**src/low_pkg.sv**
```systemverilog
// Package: register map and constants of the overlay fetch and key block
package low_pkg;
    // ============================================================
    // Register byte offsets
    localparam logic [7:0] OFS_CTRL = 8'h00;
    localparam logic [7:0] OFS_OVCTL = 8'h04;
    localparam logic [7:0] OFS_WPOS = 8'h08;
    localparam logic [7:0] OFS_WSIZE = 8'h0c;
    localparam logic [7:0] OFS_BGBASE = 8'h10;
    localparam logic [7:0] OFS_OVBASE = 8'h14;
    localparam logic [7:0] OFS_STAT = 8'h18;
    // ============================================================
    // Field positions
    localparam int CTRL_EN = 0;
    localparam int CTRL_M24 = 1;
    localparam int OV_KEY_B = 0;
    localparam int OV_KEY_G = 8;
    localparam int OV_KEY_R = 16;
    localparam int OV_EN = 31;
    localparam int POS_Y = 16;
    localparam int KEY_W = 6;
    localparam int COORD_W = 11;
    localparam int REGION_LSB = 22;
    localparam int ST_LINE = 16;
    // ============================================================
    // Reset values and fetch step
    localparam logic [31:0] RST_REG = 32'h0000_0000;
    localparam logic [21:0] WORD_STEP = 22'h00_0004;
    // ============================================================
    // Pixel sequencer states, Gray on every step except ST_EMIT back to ST_FETCH
    typedef enum logic [1:0] {
        ST_IDLE = 2'b00,
        ST_FETCH = 2'b01,
        ST_MERGE = 2'b11,
        ST_EMIT = 2'b10
    } low_state_e;
endpackage : low_pkg

```
**src/low_overlay_fetch_key.sv**
```systemverilog
// Overlay window fetch, colour key merge and its overlay word FIFO
// Contract
// The key is held as separate 6-bit red, green and blue fields.
// An overlay pixel equal to the key is replaced by the background pixel.
// In 24bpp mode a key match needs the top two bits of each channel zero.
// With the window at (0,0) or (1,0) the first overlay word is sent second.
// In that placement the leftmost overlay pixel is the buffer's last word.
// Fetch address bits 31 to 22 stay fixed for each plane's picture.
// An incrementing fetch address wraps within its 4MB region.
// Software places the overlay image from the region at 0x2000_0000.
// Software avoids (0,0) and (1,0) or pre-rotates the overlay data.
// Each slot emits one pixel, from overlay or background as placed.
`timescale 1ns/1ps

// ============================================================
// Overlay word FIFO
module low_fifo #(
    parameter int W = 32,
    parameter int DEPTH = 16
) (
    // Clock and reset
    input wire logic i_clk,
    input wire logic i_rst,
    input wire logic i_clr,
    // Fill side
    input wire logic i_in_valid,
    output logic o_in_ready,
    input wire logic [W-1:0] i_in_data,
    // Drain side
    output logic o_out_valid,
    input wire logic i_out_ready,
    output logic [W-1:0] o_out_data
);
    localparam int AW = $clog2(DEPTH);
    logic [W-1:0] mem [DEPTH];
    logic [AW-1:0] wr_ptr_reg;
    logic [AW-1:0] rd_ptr_reg;
    logic [AW:0] cnt_reg;
    logic push;
    logic pop;

    // Full and empty straight from the occupancy count
    assign o_in_ready = (cnt_reg != (AW+1)'(DEPTH));
    assign o_out_valid = (cnt_reg != '0);
    assign o_out_data = mem[rd_ptr_reg];
    assign push = i_in_valid && o_in_ready;
    assign pop = o_out_valid && i_out_ready;

    // Storage has no reset; only pointers and count need a defined value
    always_ff @(posedge i_clk) begin
        if (push) begin
            mem[wr_ptr_reg] <= i_in_data;
        end
    end

    // Pointers and count; clear discards leftovers of a frame
    always_ff @(posedge i_clk or posedge i_rst) begin
        if (i_rst) begin
            wr_ptr_reg <= '0;
            rd_ptr_reg <= '0;
            cnt_reg <= '0;
        end else if (i_clr) begin
            wr_ptr_reg <= '0;
            rd_ptr_reg <= '0;
            cnt_reg <= '0;
        end else begin
            if (push) begin
                wr_ptr_reg <= AW'(wr_ptr_reg + 1'b1);
            end
            if (pop) begin
                rd_ptr_reg <= AW'(rd_ptr_reg + 1'b1);
            end
            if (push && !pop) begin
                cnt_reg <= (AW+1)'(cnt_reg + 1'b1);
            end else if (pop && !push) begin
                cnt_reg <= (AW+1)'(cnt_reg - 1'b1);
            end
        end
    end
endmodule : low_fifo

// ============================================================
// Top: registers, fetch engines, merge and pixel stream
module low_overlay_fetch_key #(
    parameter logic [10:0] H_ACTIVE = 11'd320,
    parameter logic [10:0] V_ACTIVE = 11'd240,
    parameter int FIFO_DEPTH = 16
) (
    // Clock and reset
    input wire logic I_CLOCK,
    input wire logic I_RST,
    // Register port
    input wire logic [7:0] I_REG_ADDR,
    input wire logic [31:0] I_REG_WDATA,
    input wire logic I_REG_WR,
    input wire logic I_REG_RD,
    output logic [31:0] O_REG_RDATA,
    // Background plane fetch
    output logic O_BG_REQ,
    output logic [31:0] O_BG_ADDR,
    input wire logic I_BG_ACK,
    input wire logic [31:0] I_BG_DATA,
    // Overlay window fetch
    output logic O_OV_REQ,
    output logic [31:0] O_OV_ADDR,
    input wire logic I_OV_ACK,
    input wire logic [31:0] I_OV_DATA,
    // Pixel stream to the panel
    output logic O_PIX_VALID,
    input wire logic I_PIX_READY,
    output logic [23:0] O_PIX_DATA,
    output logic O_PIX_SOF
);
    low_pkg::low_state_e state_reg;
    logic enable_reg;
    logic mode24_reg;
    logic ov_en_reg;
    logic [5:0] overlay_key_red;
    logic [5:0] overlay_key_green;
    logic [5:0] overlay_key_blue;
    logic [10:0] win_x_reg;
    logic [10:0] win_y_reg;
    logic [10:0] win_w_reg;
    logic [10:0] win_h_reg;
    logic [31:0] bg_base_reg;
    logic [31:0] ov_base_reg;
    logic [10:0] x_reg;
    logic [10:0] y_reg;
    logic [21:0] bg_off_reg;
    logic [21:0] ov_off_reg;
    logic [21:0] ov_cnt_reg;
    logic [23:0] bg_pix_reg;
    logic [23:0] pix_reg;
    logic sof_reg;
    logic [31:0] rdata_reg;
    logic frame_load;
    logic last_pix;
    logic in_win;
    logic shifted;
    logic [21:0] ov_total;
    logic [21:0] ov_last;
    logic ff_in_ready;
    logic ff_out_valid;
    logic ff_out_ready;
    logic [31:0] ff_out_data;
    logic key_hit;
    logic [11:0] x_end;
    logic [11:0] y_end;

    // ============================================================
    // Register writes; key fields are 6 bits wide
    always_ff @(posedge I_CLOCK or posedge I_RST) begin
        if (I_RST) begin
            enable_reg <= 1'b0;
            mode24_reg <= 1'b0;
            ov_en_reg <= 1'b0;
            overlay_key_red <= '0;
            overlay_key_green <= '0;
            overlay_key_blue <= '0;
            win_x_reg <= '0;
            win_y_reg <= '0;
            win_w_reg <= '0;
            win_h_reg <= '0;
            bg_base_reg <= low_pkg::RST_REG;
            ov_base_reg <= low_pkg::RST_REG;
        end else if (I_REG_WR) begin
            case (I_REG_ADDR)
                low_pkg::OFS_CTRL: begin
                    enable_reg <= I_REG_WDATA[low_pkg::CTRL_EN];
                    mode24_reg <= I_REG_WDATA[low_pkg::CTRL_M24];
                end
                low_pkg::OFS_OVCTL: begin
                    overlay_key_red <= I_REG_WDATA[low_pkg::OV_KEY_R+:6];
                    overlay_key_green <= I_REG_WDATA[low_pkg::OV_KEY_G+:6];
                    overlay_key_blue <= I_REG_WDATA[low_pkg::OV_KEY_B+:6];
                    ov_en_reg <= I_REG_WDATA[low_pkg::OV_EN];
                end
                low_pkg::OFS_WPOS: begin
                    win_x_reg <= I_REG_WDATA[10:0];
                    win_y_reg <= I_REG_WDATA[low_pkg::POS_Y+:11];
                end
                low_pkg::OFS_WSIZE: begin
                    win_w_reg <= I_REG_WDATA[10:0];
                    win_h_reg <= I_REG_WDATA[low_pkg::POS_Y+:11];
                end
                low_pkg::OFS_BGBASE: bg_base_reg <= I_REG_WDATA;
                low_pkg::OFS_OVBASE: ov_base_reg <= I_REG_WDATA;
                default: ;
            endcase
        end
    end

    // Read data stands one cycle after the strobe; unmapped reads zero
    always_ff @(posedge I_CLOCK or posedge I_RST) begin
        if (I_RST) begin
            rdata_reg <= '0;
        end else begin
            rdata_reg <= '0;
            if (I_REG_RD) begin
                case (I_REG_ADDR)
                    low_pkg::OFS_CTRL: begin
                        rdata_reg[low_pkg::CTRL_EN] <= enable_reg;
                        rdata_reg[low_pkg::CTRL_M24] <= mode24_reg;
                    end
                    low_pkg::OFS_OVCTL: begin
                        rdata_reg[low_pkg::OV_KEY_R+:6] <= overlay_key_red;
                        rdata_reg[low_pkg::OV_KEY_G+:6] <= overlay_key_green;
                        rdata_reg[low_pkg::OV_KEY_B+:6] <= overlay_key_blue;
                        rdata_reg[low_pkg::OV_EN] <= ov_en_reg;
                    end
                    low_pkg::OFS_WPOS:
                        rdata_reg <= {5'h00, win_y_reg, 5'h00, win_x_reg};
                    low_pkg::OFS_WSIZE:
                        rdata_reg <= {5'h00, win_h_reg, 5'h00, win_w_reg};
                    low_pkg::OFS_BGBASE: rdata_reg <= bg_base_reg;
                    low_pkg::OFS_OVBASE: rdata_reg <= ov_base_reg;
                    low_pkg::OFS_STAT: begin
                        rdata_reg[0] <= (state_reg != low_pkg::ST_IDLE);
                        rdata_reg[1] <= !ff_out_valid;
                        rdata_reg[2] <= !ff_in_ready;
                        rdata_reg[3] <= shifted;
                        rdata_reg[low_pkg::ST_LINE+:11] <= y_reg;
                    end
                    default: rdata_reg <= '0;
                endcase
            end
        end
    end
    assign O_REG_RDATA = rdata_reg;

    // ============================================================
    // Window geometry; origin at (0,0) or (1,0) enters shifted mode
    assign x_end = {1'b0, win_x_reg} + {1'b0, win_w_reg};
    assign y_end = {1'b0, win_y_reg} + {1'b0, win_h_reg};
    assign in_win = ov_en_reg && ({1'b0, x_reg} >= {1'b0, win_x_reg})
        && ({1'b0, x_reg} < x_end) && ({1'b0, y_reg} >= {1'b0, win_y_reg})
        && ({1'b0, y_reg} < y_end);
    assign shifted = ov_en_reg && (win_x_reg <= 11'd1)
        && (win_y_reg == 11'd0);
    assign ov_total = 22'(win_w_reg * win_h_reg);
    assign ov_last = 22'(ov_base_reg[21:0] + 22'((ov_total - 1'b1) << 2));
    assign last_pix = (x_reg == H_ACTIVE - 1'b1)
        && (y_reg == V_ACTIVE - 1'b1);
    assign frame_load = ((state_reg == low_pkg::ST_IDLE) && enable_reg)
        || ((state_reg == low_pkg::ST_EMIT) && I_PIX_READY && last_pix);

    // ============================================================
    // Fetch addresses keep the region bits and wrap the low 22 bits
    assign O_BG_REQ = (state_reg == low_pkg::ST_FETCH);
    assign O_BG_ADDR = {bg_base_reg[31:low_pkg::REGION_LSB],
        bg_off_reg};
    assign O_OV_REQ = (state_reg != low_pkg::ST_IDLE) && ov_en_reg
        && !frame_load && ff_in_ready && (ov_cnt_reg < ov_total);
    // Shifted mode fetches the last word first, then from the start
    assign O_OV_ADDR = {ov_base_reg[31:low_pkg::REGION_LSB],
        (shifted && ov_cnt_reg == '0) ? ov_last : ov_off_reg};

    // Offset counters; 22-bit arithmetic cannot carry upward
    always_ff @(posedge I_CLOCK or posedge I_RST) begin
        if (I_RST) begin
            bg_off_reg <= '0;
            ov_off_reg <= '0;
            ov_cnt_reg <= '0;
        end else if (frame_load) begin
            bg_off_reg <= bg_base_reg[21:0];
            ov_off_reg <= ov_base_reg[21:0];
            ov_cnt_reg <= '0;
        end else begin
            if (O_BG_REQ && I_BG_ACK) begin
                bg_off_reg <= 22'(bg_off_reg + low_pkg::WORD_STEP);
            end
            if (O_OV_REQ && I_OV_ACK) begin
                ov_cnt_reg <= 22'(ov_cnt_reg + 1'b1);
                if (!(shifted && ov_cnt_reg == '0)) begin
                    ov_off_reg <= 22'(ov_off_reg + low_pkg::WORD_STEP);
                end
            end
        end
    end

    // Overlay words queue here; a full FIFO holds off further fetches
    low_fifo #(
        .W(32),
        .DEPTH(FIFO_DEPTH)
    ) u_ov_fifo (
        .i_clk(I_CLOCK),
        .i_rst(I_RST),
        .i_clr(frame_load),
        .i_in_valid(O_OV_REQ && I_OV_ACK),
        .o_in_ready(ff_in_ready),
        .i_in_data(I_OV_DATA),
        .o_out_valid(ff_out_valid),
        .i_out_ready(ff_out_ready),
        .o_out_data(ff_out_data)
    );
    assign ff_out_ready = (state_reg == low_pkg::ST_MERGE) && in_win;

    // ============================================================
    // Key compare; 24bpp needs the two top bits of each channel clear
    always_comb begin
        if (mode24_reg) begin
            key_hit = (ff_out_data[23:22] == 2'b00)
                && (ff_out_data[15:14] == 2'b00)
                && (ff_out_data[7:6] == 2'b00)
                && (ff_out_data[21:16] == overlay_key_red)
                && (ff_out_data[13:8] == overlay_key_green)
                && (ff_out_data[5:0] == overlay_key_blue);
        end else begin
            key_hit = (ff_out_data[23:18] == overlay_key_red)
                && (ff_out_data[15:10] == overlay_key_green)
                && (ff_out_data[7:2] == overlay_key_blue);
        end
    end

    // ============================================================
    // Pixel sequencer: fetch background, merge overlay, emit
    always_ff @(posedge I_CLOCK or posedge I_RST) begin
        if (I_RST) begin
            state_reg <= low_pkg::ST_IDLE;
        end else begin
            case (state_reg)
                low_pkg::ST_IDLE:
                    if (enable_reg) state_reg <= low_pkg::ST_FETCH;
                low_pkg::ST_FETCH:
                    if (I_BG_ACK) state_reg <= low_pkg::ST_MERGE;
                low_pkg::ST_MERGE:
                    if (!in_win || ff_out_valid) begin
                        state_reg <= low_pkg::ST_EMIT;
                    end
                low_pkg::ST_EMIT:
                    if (I_PIX_READY) begin
                        state_reg <= (last_pix && !enable_reg)
                            ? low_pkg::ST_IDLE : low_pkg::ST_FETCH;
                    end
                default: state_reg <= low_pkg::ST_IDLE;
            endcase
        end
    end

    // Raster position advances once per accepted pixel
    always_ff @(posedge I_CLOCK or posedge I_RST) begin
        if (I_RST) begin
            x_reg <= '0;
            y_reg <= '0;
        end else if (frame_load) begin
            x_reg <= '0;
            y_reg <= '0;
        end else if (state_reg == low_pkg::ST_EMIT && I_PIX_READY) begin
            if (x_reg == H_ACTIVE - 1'b1) begin
                x_reg <= '0;
                y_reg <= 11'(y_reg + 1'b1);
            end else begin
                x_reg <= 11'(x_reg + 1'b1);
            end
        end
    end

    // Pixel data registers; keyed overlay shows the background
    always_ff @(posedge I_CLOCK or posedge I_RST) begin
        if (I_RST) begin
            bg_pix_reg <= '0;
            pix_reg <= '0;
            sof_reg <= 1'b0;
        end else begin
            if (state_reg == low_pkg::ST_FETCH && I_BG_ACK) begin
                bg_pix_reg <= I_BG_DATA[23:0];
            end
            if (state_reg == low_pkg::ST_MERGE) begin
                sof_reg <= (x_reg == '0) && (y_reg == '0);
                if (!in_win) begin
                    pix_reg <= bg_pix_reg;
                end else if (ff_out_valid) begin
                    pix_reg <= key_hit ? bg_pix_reg
                        : ff_out_data[23:0];
                end
            end
        end
    end
    assign O_PIX_VALID = (state_reg == low_pkg::ST_EMIT);
    assign O_PIX_DATA = pix_reg;
    assign O_PIX_SOF = sof_reg && O_PIX_VALID;
endmodule : low_overlay_fetch_key

```
**config.mk**
```make
export PLATFORM = sky130hd
export DESIGN_NAME = low_overlay_fetch_key
export DESIGN_NICKNAME = d
export VERILOG_FILES = /design/src/low_pkg.sv /design/src/low_overlay_fetch_key.sv
export SDC_FILE = /design/constraint.sdc
export NUM_CORES = 1
export LEC_CHECK = 0
export ABC_AREA = 1
export BUFFER_PORTS_ARGS = -buffer_cell sky130_fd_sc_hd__buf_2
export CORE_UTILIZATION = 35
export CTS_CLUSTER_SIZE = 25
export DETAILED_ROUTE_END_ITERATION = 7
export PLACE_DENSITY = 0.54
export SETUP_SLACK_MARGIN = 0.02
export SLEW_MARGIN = 25
export SYNTH_ARGS = -nofsm -noshare
export SYNTH_HDL_FRONTEND = slang
export SYNTH_SLANG_ARGS = --single-unit
```
**constraint.sdc**
```tcl
create_clock -name I_CLOCK -period 10.3 [get_ports I_CLOCK]
set_clock_uncertainty 0.2 [all_clocks]
set_input_delay 1.545 -clock I_CLOCK [delete_from_list [all_inputs] [get_ports I_CLOCK]]
set_output_delay 1.545 -clock I_CLOCK [all_outputs]
set_load 0.02 [all_outputs]
```
# --- Word-level counts from Yosys, hierarchy flattened ---
# Memories as Yosys holds them, arrays and structs flattened.
# Cells that the tools add are included.
totals:
  ff_bits: 313
  n_memories: 1
  in_bits: 111
  wordCells: 183
  mem_bits_rw: 512
op_classes:
  mul: 1
  n_reduce_logical: 69
  order_cmp: 6
  n_eq_ne: 24
  muxes: 44
  n_addsub: 13
memory_table:
  columns: ["name", "words", "width", "rd", "rd_ports_with_merged_regs", "wr", "line", "rtl"]
  rows:
  - ["u_ov_fifo.mem", 16, 32, 1, 0, 1, "low_overlay_fetch_key.sv:35", "logic [W-1:0] mem [DEPTH];"]
op_table:
  columns: ["operator", "count"]
  rows:
  - ["two-way mux 22 bit", 8]
  - ["two-way mux 24 bit", 3]
  - ["two-way mux 11 bit", 6]
  - ["adder 22 x 3 -> 22 bit, second input constant", 2]
  - ["equality test 6 bit", 6]
  - ["one-hot mux 6 bit (6 select lines)", 1]
  - ["logical NOT 11 bit", 3]
  - ["logical AND 1 bit", 32]
  - ["two-way mux 32 bit", 1]
  - ["one-hot mux 6 bit (5 select lines)", 1]
  - ["one-hot mux 5 bit (5 select lines)", 1]
  - ["adder 11 x 11 -> 12 bit", 2]
  - ["equality test 8 x 5 -> 1 bit, second input constant", 3]
  - ["< comparator 11 x 12 -> 1 bit", 2]
  - ["adder 11 x 1 -> 11 bit, second input constant", 2]
  - ["adder 22 x 1 -> 22 bit, second input constant", 1]
  - ["adder 22 bit", 1]
  - ["greater-or-equal comparator 11 bit", 2]
  - ["logical NOT 22 bit", 1]
  - ["< comparator 22 bit", 1]
  - ["multiplier 11 x 11 -> 22 bit", 1]
  - ["subtractor 20 x 1 -> 20 bit, second input constant", 1]
  - ["AND reduction 2 bit", 9]
  - ["equality test 8 x 4 -> 1 bit, second input constant", 2]
  - ["other kinds (31)", 65]

# --- Depth between registers and ports, before layout ---
depth:
  ltp_word: 15
  depth_mapped: 44

# --- Hierarchy ---
# From an unflattened synthesis, not the netlist that was laid out.
hier_totals:
  hier_cells: 4748
  hier_area_um2: 44626.6
by_module_without_submodules:
  columns: ["mod", "seq_area_each_um2", "cells_each", "n_inst", "area_each_um2"]
  rows:
  - ["low_overlay_fetch_key", 7507.2, 3138, 1, 23399.9]
  - ["low_fifo", 15700.1, 1610, 1, 21226.6]

# --- Worst setup path before layout ---
# No wires, ideal clock.
synth_path:
  kind: "reg2out"
  startpoint: "register win_w_reg[7]"
  endpoint: "output port O_OV_ADDR[20]"
  path_buffers: 1
  arrival_ns: 6.765
  setup_slack_ns: 1.790
  path_stages_with_launch: 31
  path_cell_list: "dfrtp_1 -> clkbuf_1 -> nand2_1 -> fa_1 -> fa_1 -> fa_1 -> inv_1 -> fa_1 -> inv_1 -> fa_1 -> inv_1 -> ha_1 -> nand2_1 -> inv_1 -> a21oi_1 -> nand2_1 -> xnor2_1 -> nand2_1 -> nor3_2 -> nand4_1 -> nand3b_1 -> nor2_1 -> xor2_1 -> ha_1 -> inv_1 -> nor3_1 -> nor3b_1 -> nand4_1 -> nand4_1 -> a21oi_1 -> a21oi_1"
synth_via:
  elab_chain_cells: 4
synth_rtl:
  columns: ["element", "line", "rtl"]
  rows:
  - ["start: declaration", "low_overlay_fetch_key.sv:123", "logic [10:0] win_w_reg;"]
  - ["start signal: assignment", "low_overlay_fetch_key.sv:183", "win_w_reg <= I_REG_WDATA[10:0];"]
  - ["multiplier 11 x 11 -> 22 bit", "low_overlay_fetch_key.sv:240", "assign ov_total = 22'(win_w_reg * win_h_reg);"]
  - ["subtractor 20 x 1 -> 20 bit", "low_overlay_fetch_key.sv:241", "assign ov_last = 22'(ov_base_reg[21:0] + 22'((ov_total - 1'b1) << 2));"]
  - ["adder 22 bit", "low_overlay_fetch_key.sv:241", null]
  - ["two-way mux 22 bit", "low_overlay_fetch_key.sv:256", "(shifted && ov_cnt_reg == '0) ? ov_last : ov_off_reg};"]
  - ["end: declaration", "low_overlay_fetch_key.sv:105", "output logic [31:0] O_OV_ADDR,"]
# Every way passes these cells.

# --- Worst setup path after layout ---
layout_path:
  startpoint: "register win_h_reg[2]"
  endpoint: "output port O_OV_ADDR[21]"
layout_via:
  elab_chain_cells: 4
layout_rtl:
  columns: ["element", "line", "rtl"]
  rows:
  - ["start: declaration", "low_overlay_fetch_key.sv:124", "logic [10:0] win_h_reg;"]
  - ["start signal: assignment", "low_overlay_fetch_key.sv:184", "win_h_reg <= I_REG_WDATA[low_pkg::POS_Y+:11];"]
  - ["multiplier 11 x 11 -> 22 bit", "low_overlay_fetch_key.sv:240", null]
  - ["subtractor 20 x 1 -> 20 bit", "low_overlay_fetch_key.sv:241", null]
  - ["adder 22 bit", "low_overlay_fetch_key.sv:241", null]
  - ["two-way mux 22 bit", "low_overlay_fetch_key.sv:256", null]
# Every way passes these cells.

==> impl_results.md <==
- Slew Limit Headroom: 20.4%
- Endpoint type of the worst setup path: output port
- DP Cell Count: 6105
- Deepest clock path buffer count: 3
- WP data arrival: 8.04 ns
- Leak: 0.0204 uW
- Hold Fails Final Rpt: 0
- Share of cells above drive strength 1: 10.1%
- Gr ovfl total: 0
- Post-synthesis sequential area ratio: 49.2%
- Clock transition at the registers of the reported paths: 0.06 ns
- Syn Inst Count: 4530
- Critical path's top delay family: adder cells
- Clock Latency Late Sink: 0.68 ns
- Critical path depth in cells: 31
- FFs w/ async S/R, synth: 44.9%
- Hpwl dp: 93400 um
- H-tree depth: 3
- Total die area: 114000 um2
- Area Overhead vs Synth: 14.3%
- Most flops, register: u_ov_fifo.mem
- Largest net degree at the start of global routing: 169
- Slowest CP cell: fa_1
- Max Cap Violations: 0
- Core area: 111000 um2
- Worst VDD drop: 149 uV
- Power density cells: 184 nW/um2
- RSZ-0062 raised after global routing: false
- Max stage delay on crit path: 0.59 ns
- First-pass GRT wire length: 197000 um
- Final setup vio count: 0
- Initial Util: 35.4%
- Worst Path Buf+Inv: 7
- Clk root buf: clkbuf_16
- Crit path required time: 8.56 ns
- Gpl congestion: 0.934
- Final worst-path setup slack: 0.511 ns
- Worst Setup SP: win_h_reg[2]
- CP max FO: 10
- HP Class: flop to flop
- Chip height: 337 um
- Drc violations: 0
- Max reg flops: 384
- Post-DRT Antenna Nets: 0
- Worst setup path endpoint: O_OV_ADDR[21]
- Min Hold Slack: 0.271 ns
- TritonCTS clock tree: yes
- Routed Wire Length: 133000 um
- Busiest grt layer: met2
- Setup TNS: 0 ns
- Port Buffers: 218
- Routed len/inst: 21.2 um
- Non-Filler Instances: 6265
- Syn_nets: 4904
- Fin crit share: 95.0%
- TritonCTS Buffers: 83
- Worst-margin pin slew: 1.19 ns
- Met2 Resource Use GR: 38.6%
- Yosys cell types: 49
- CTS Hold Bufs: 0
- Slew Limit Fails: 0
- CP dominant cell by count: nand2_1
- M3 GR Usage: 3.68%
- Synthesized area per cell: 8.68 um2
- Met1 Usage GRT: 30.9%
- Vias: 31800
- I/O Pins: 235
- End of the worst register-to-register path: u_ov_fifo.mem[9][3]
- Pre-CTS WS: 0.799 ns
- Setup slack, reg-to-reg: 1.29 ns
- Starting DRT DRC Count: 2821
- Clock sinks: 697
- EDFF count, synth: 384
- First-pass detailed-route iteration total: 6
- Initial antenna violation count: 11
- Mapped cell area: 39300 um2
- Row cnt: 122
- Syn. warnings: 0
- CP Launch Type: flop
- Reg2reg path depth: 34
- Nets: 5081
- F_max: 102 MHz
- GRT Total Usage: 23.3%
- Run status: completed
- Die X: 337 um
- Vias in the first global route: 30600
- Vias per Instance: 5.08
- Minimum clock period: 9.79 ns
- # fillers: 11200
- Top_reg_cell synth: edfxtp_1
- Worst r2r src: win_h_reg[6]
- Synthesis-stage register bit count: 697
- Crit Path Class: flop to output port
==> cell usage after synthesis (8+ instances only) <==
| library cell | instances | area [um2] |
|---|---|---|
| clkbuf_1 | 115 | 432 |
| ha_1 | 179 | 2240 |
| buf_4 | 25 | 188 |
| a21oi_1 | 191 | 956 |
| edfxtp_1 | 384 | 11500 |
| o21ai_0 | 352 | 1760 |
| buf_2 | 50 | 250 |
| fa_1 | 84 | 1680 |
| nand2_1 | 1205 | 4520 |
| nand4_1 | 83 | 519 |
| nand3b_1 | 10 | 75.1 |
| xnor2_1 | 31 | 272 |
| o21ai_1 | 22 | 110 |
| dfrtp_1 | 313 | 7830 |
| nand3_1 | 276 | 1380 |
| a221oi_1 | 16 | 140 |
| o211ai_1 | 39 | 293 |
| nor3_1 | 46 | 230 |
| a31oi_1 | 15 | 93.8 |
| buf_1 | 8 | 30.0 |
| nor2_1 | 359 | 1350 |
| xor2_1 | 73 | 639 |
| nor4_1 | 21 | 131 |
| inv_1 | 548 | 2060 |
| inv_2 | 8 | 30.0 |
| o221ai_1 | 10 | 87.6 |
==> area by class of cell <==
cell class / count / area [um2] / share of cell area, %
sequential: 697 / 19400 / 43.1
multi-input combinational: 3076 / 17200 / 38.3
clock buffer: 103 / 2240 / 4.99
inverter: 558 / 2100 / 4.67
tap: 1488 / 1860 / 4.14
timing repair buffer: 291 / 1710 / 3.81
clock inverter: 51 / 442 / 0.983
antenna: 1 / 2.50 / 0.00557
==> cell usage in the layout (no fill, tap or decap), types with 7 or more instances in the layout <==
cell / count
buf_4: 67
nor2_1: 340
o21a_1: 7
inv_2: 8
fa_1: 84
clkinv_1: 16
o211ai_1: 39
ha_1: 179
inv_1: 546
nor3_1: 44
o22ai_1: 7
nand4_1: 83
nor4_1: 19
o21ai_1: 23
edfxtp_1: 384
o221ai_1: 10
clkinv_2: 13
a31oi_1: 15
o21ai_0: 351
clkbuf_1: 13
a221oi_1: 16
o21bai_1: 7
nand3_1: 276
xor2_1: 72
clkbuf_16: 85
dfrtp_2: 7
nand3b_1: 10
xnor2_1: 26
nand2_1: 1201
dfrtp_1: 305
buf_2: 218
nor2_4: 16
clkinvlp_4: 12
a21oi_1: 190
==> tightest hold or removal path, delay by kind of cell, from the launching register on <==
kind	cells	cell delay [ns]
flops	1	0.33
simple gates	2	0.11
==> stage by stage <==
step           power [uW]  instance area (um2)  utilization [%]
2_1_floorplan        4690                39300                -
3_3_place_gp         5380                42100             37.9
3_5_place_dp         5400                42100             37.9
4_1_cts              8330                44800             40.4
5_1_grt              8700                44900             40.5
6_report             8270                44900             40.5
==> power by group <==
group	switching, uW	internal, uW	total (uW)
clock network	1270	1640	2910
registers	198	3130	3320
logic	1420	616	2030
total	2890	5380	8270
==> logic make-up after synthesis <==
group,synth area share (%)
AOI/OAI and AO/OA,9.61
buffers and inverters,7.64
DFF,49.2
and+or+nand+nor,21.2
xor gates and xnor gates,2.32
adders and majority gates,9.97
==> metal layers <==
metal / share of wire (%) / routed length [um] / vias to the layer above
met2: 47 / 62800 / 928
met1: 43 / 57200 / 15400
met4: 3.7 / 4870 / 16
met5: 0.068 / 90 / -
met3: 5.7 / 7600 / 220
li1: - / - / 15300
==> timing repair <==
item                                    CTS  global route
gates cloned                              0             0
setup buffers                             0             5
gates resized for setup                   1            19
endpoints found under the setup margin    1             3
==> how the worst min path moves through the flow <==
stage | start | to | slack [ns] | cells after the start
after CTS | O_PIX_DATA[11] | O_PIX_DATA[11] | 0.28 | 2
final | O_PIX_DATA[11] | O_PIX_DATA[11] | 0.27 | 2
after detailed placement | bg_off_reg[0] | bg_off_reg[0] | 0.26 | 2
after global routing | O_PIX_DATA[11] | O_PIX_DATA[11] | 0.29 | 2
after floorplan | bg_base_reg[18] | bg_base_reg[18] | 0.25 | 2
after global placement | bg_off_reg[1] | bg_off_reg[1] | 0.26 | 2
Power figures use the tool's default switching activity.
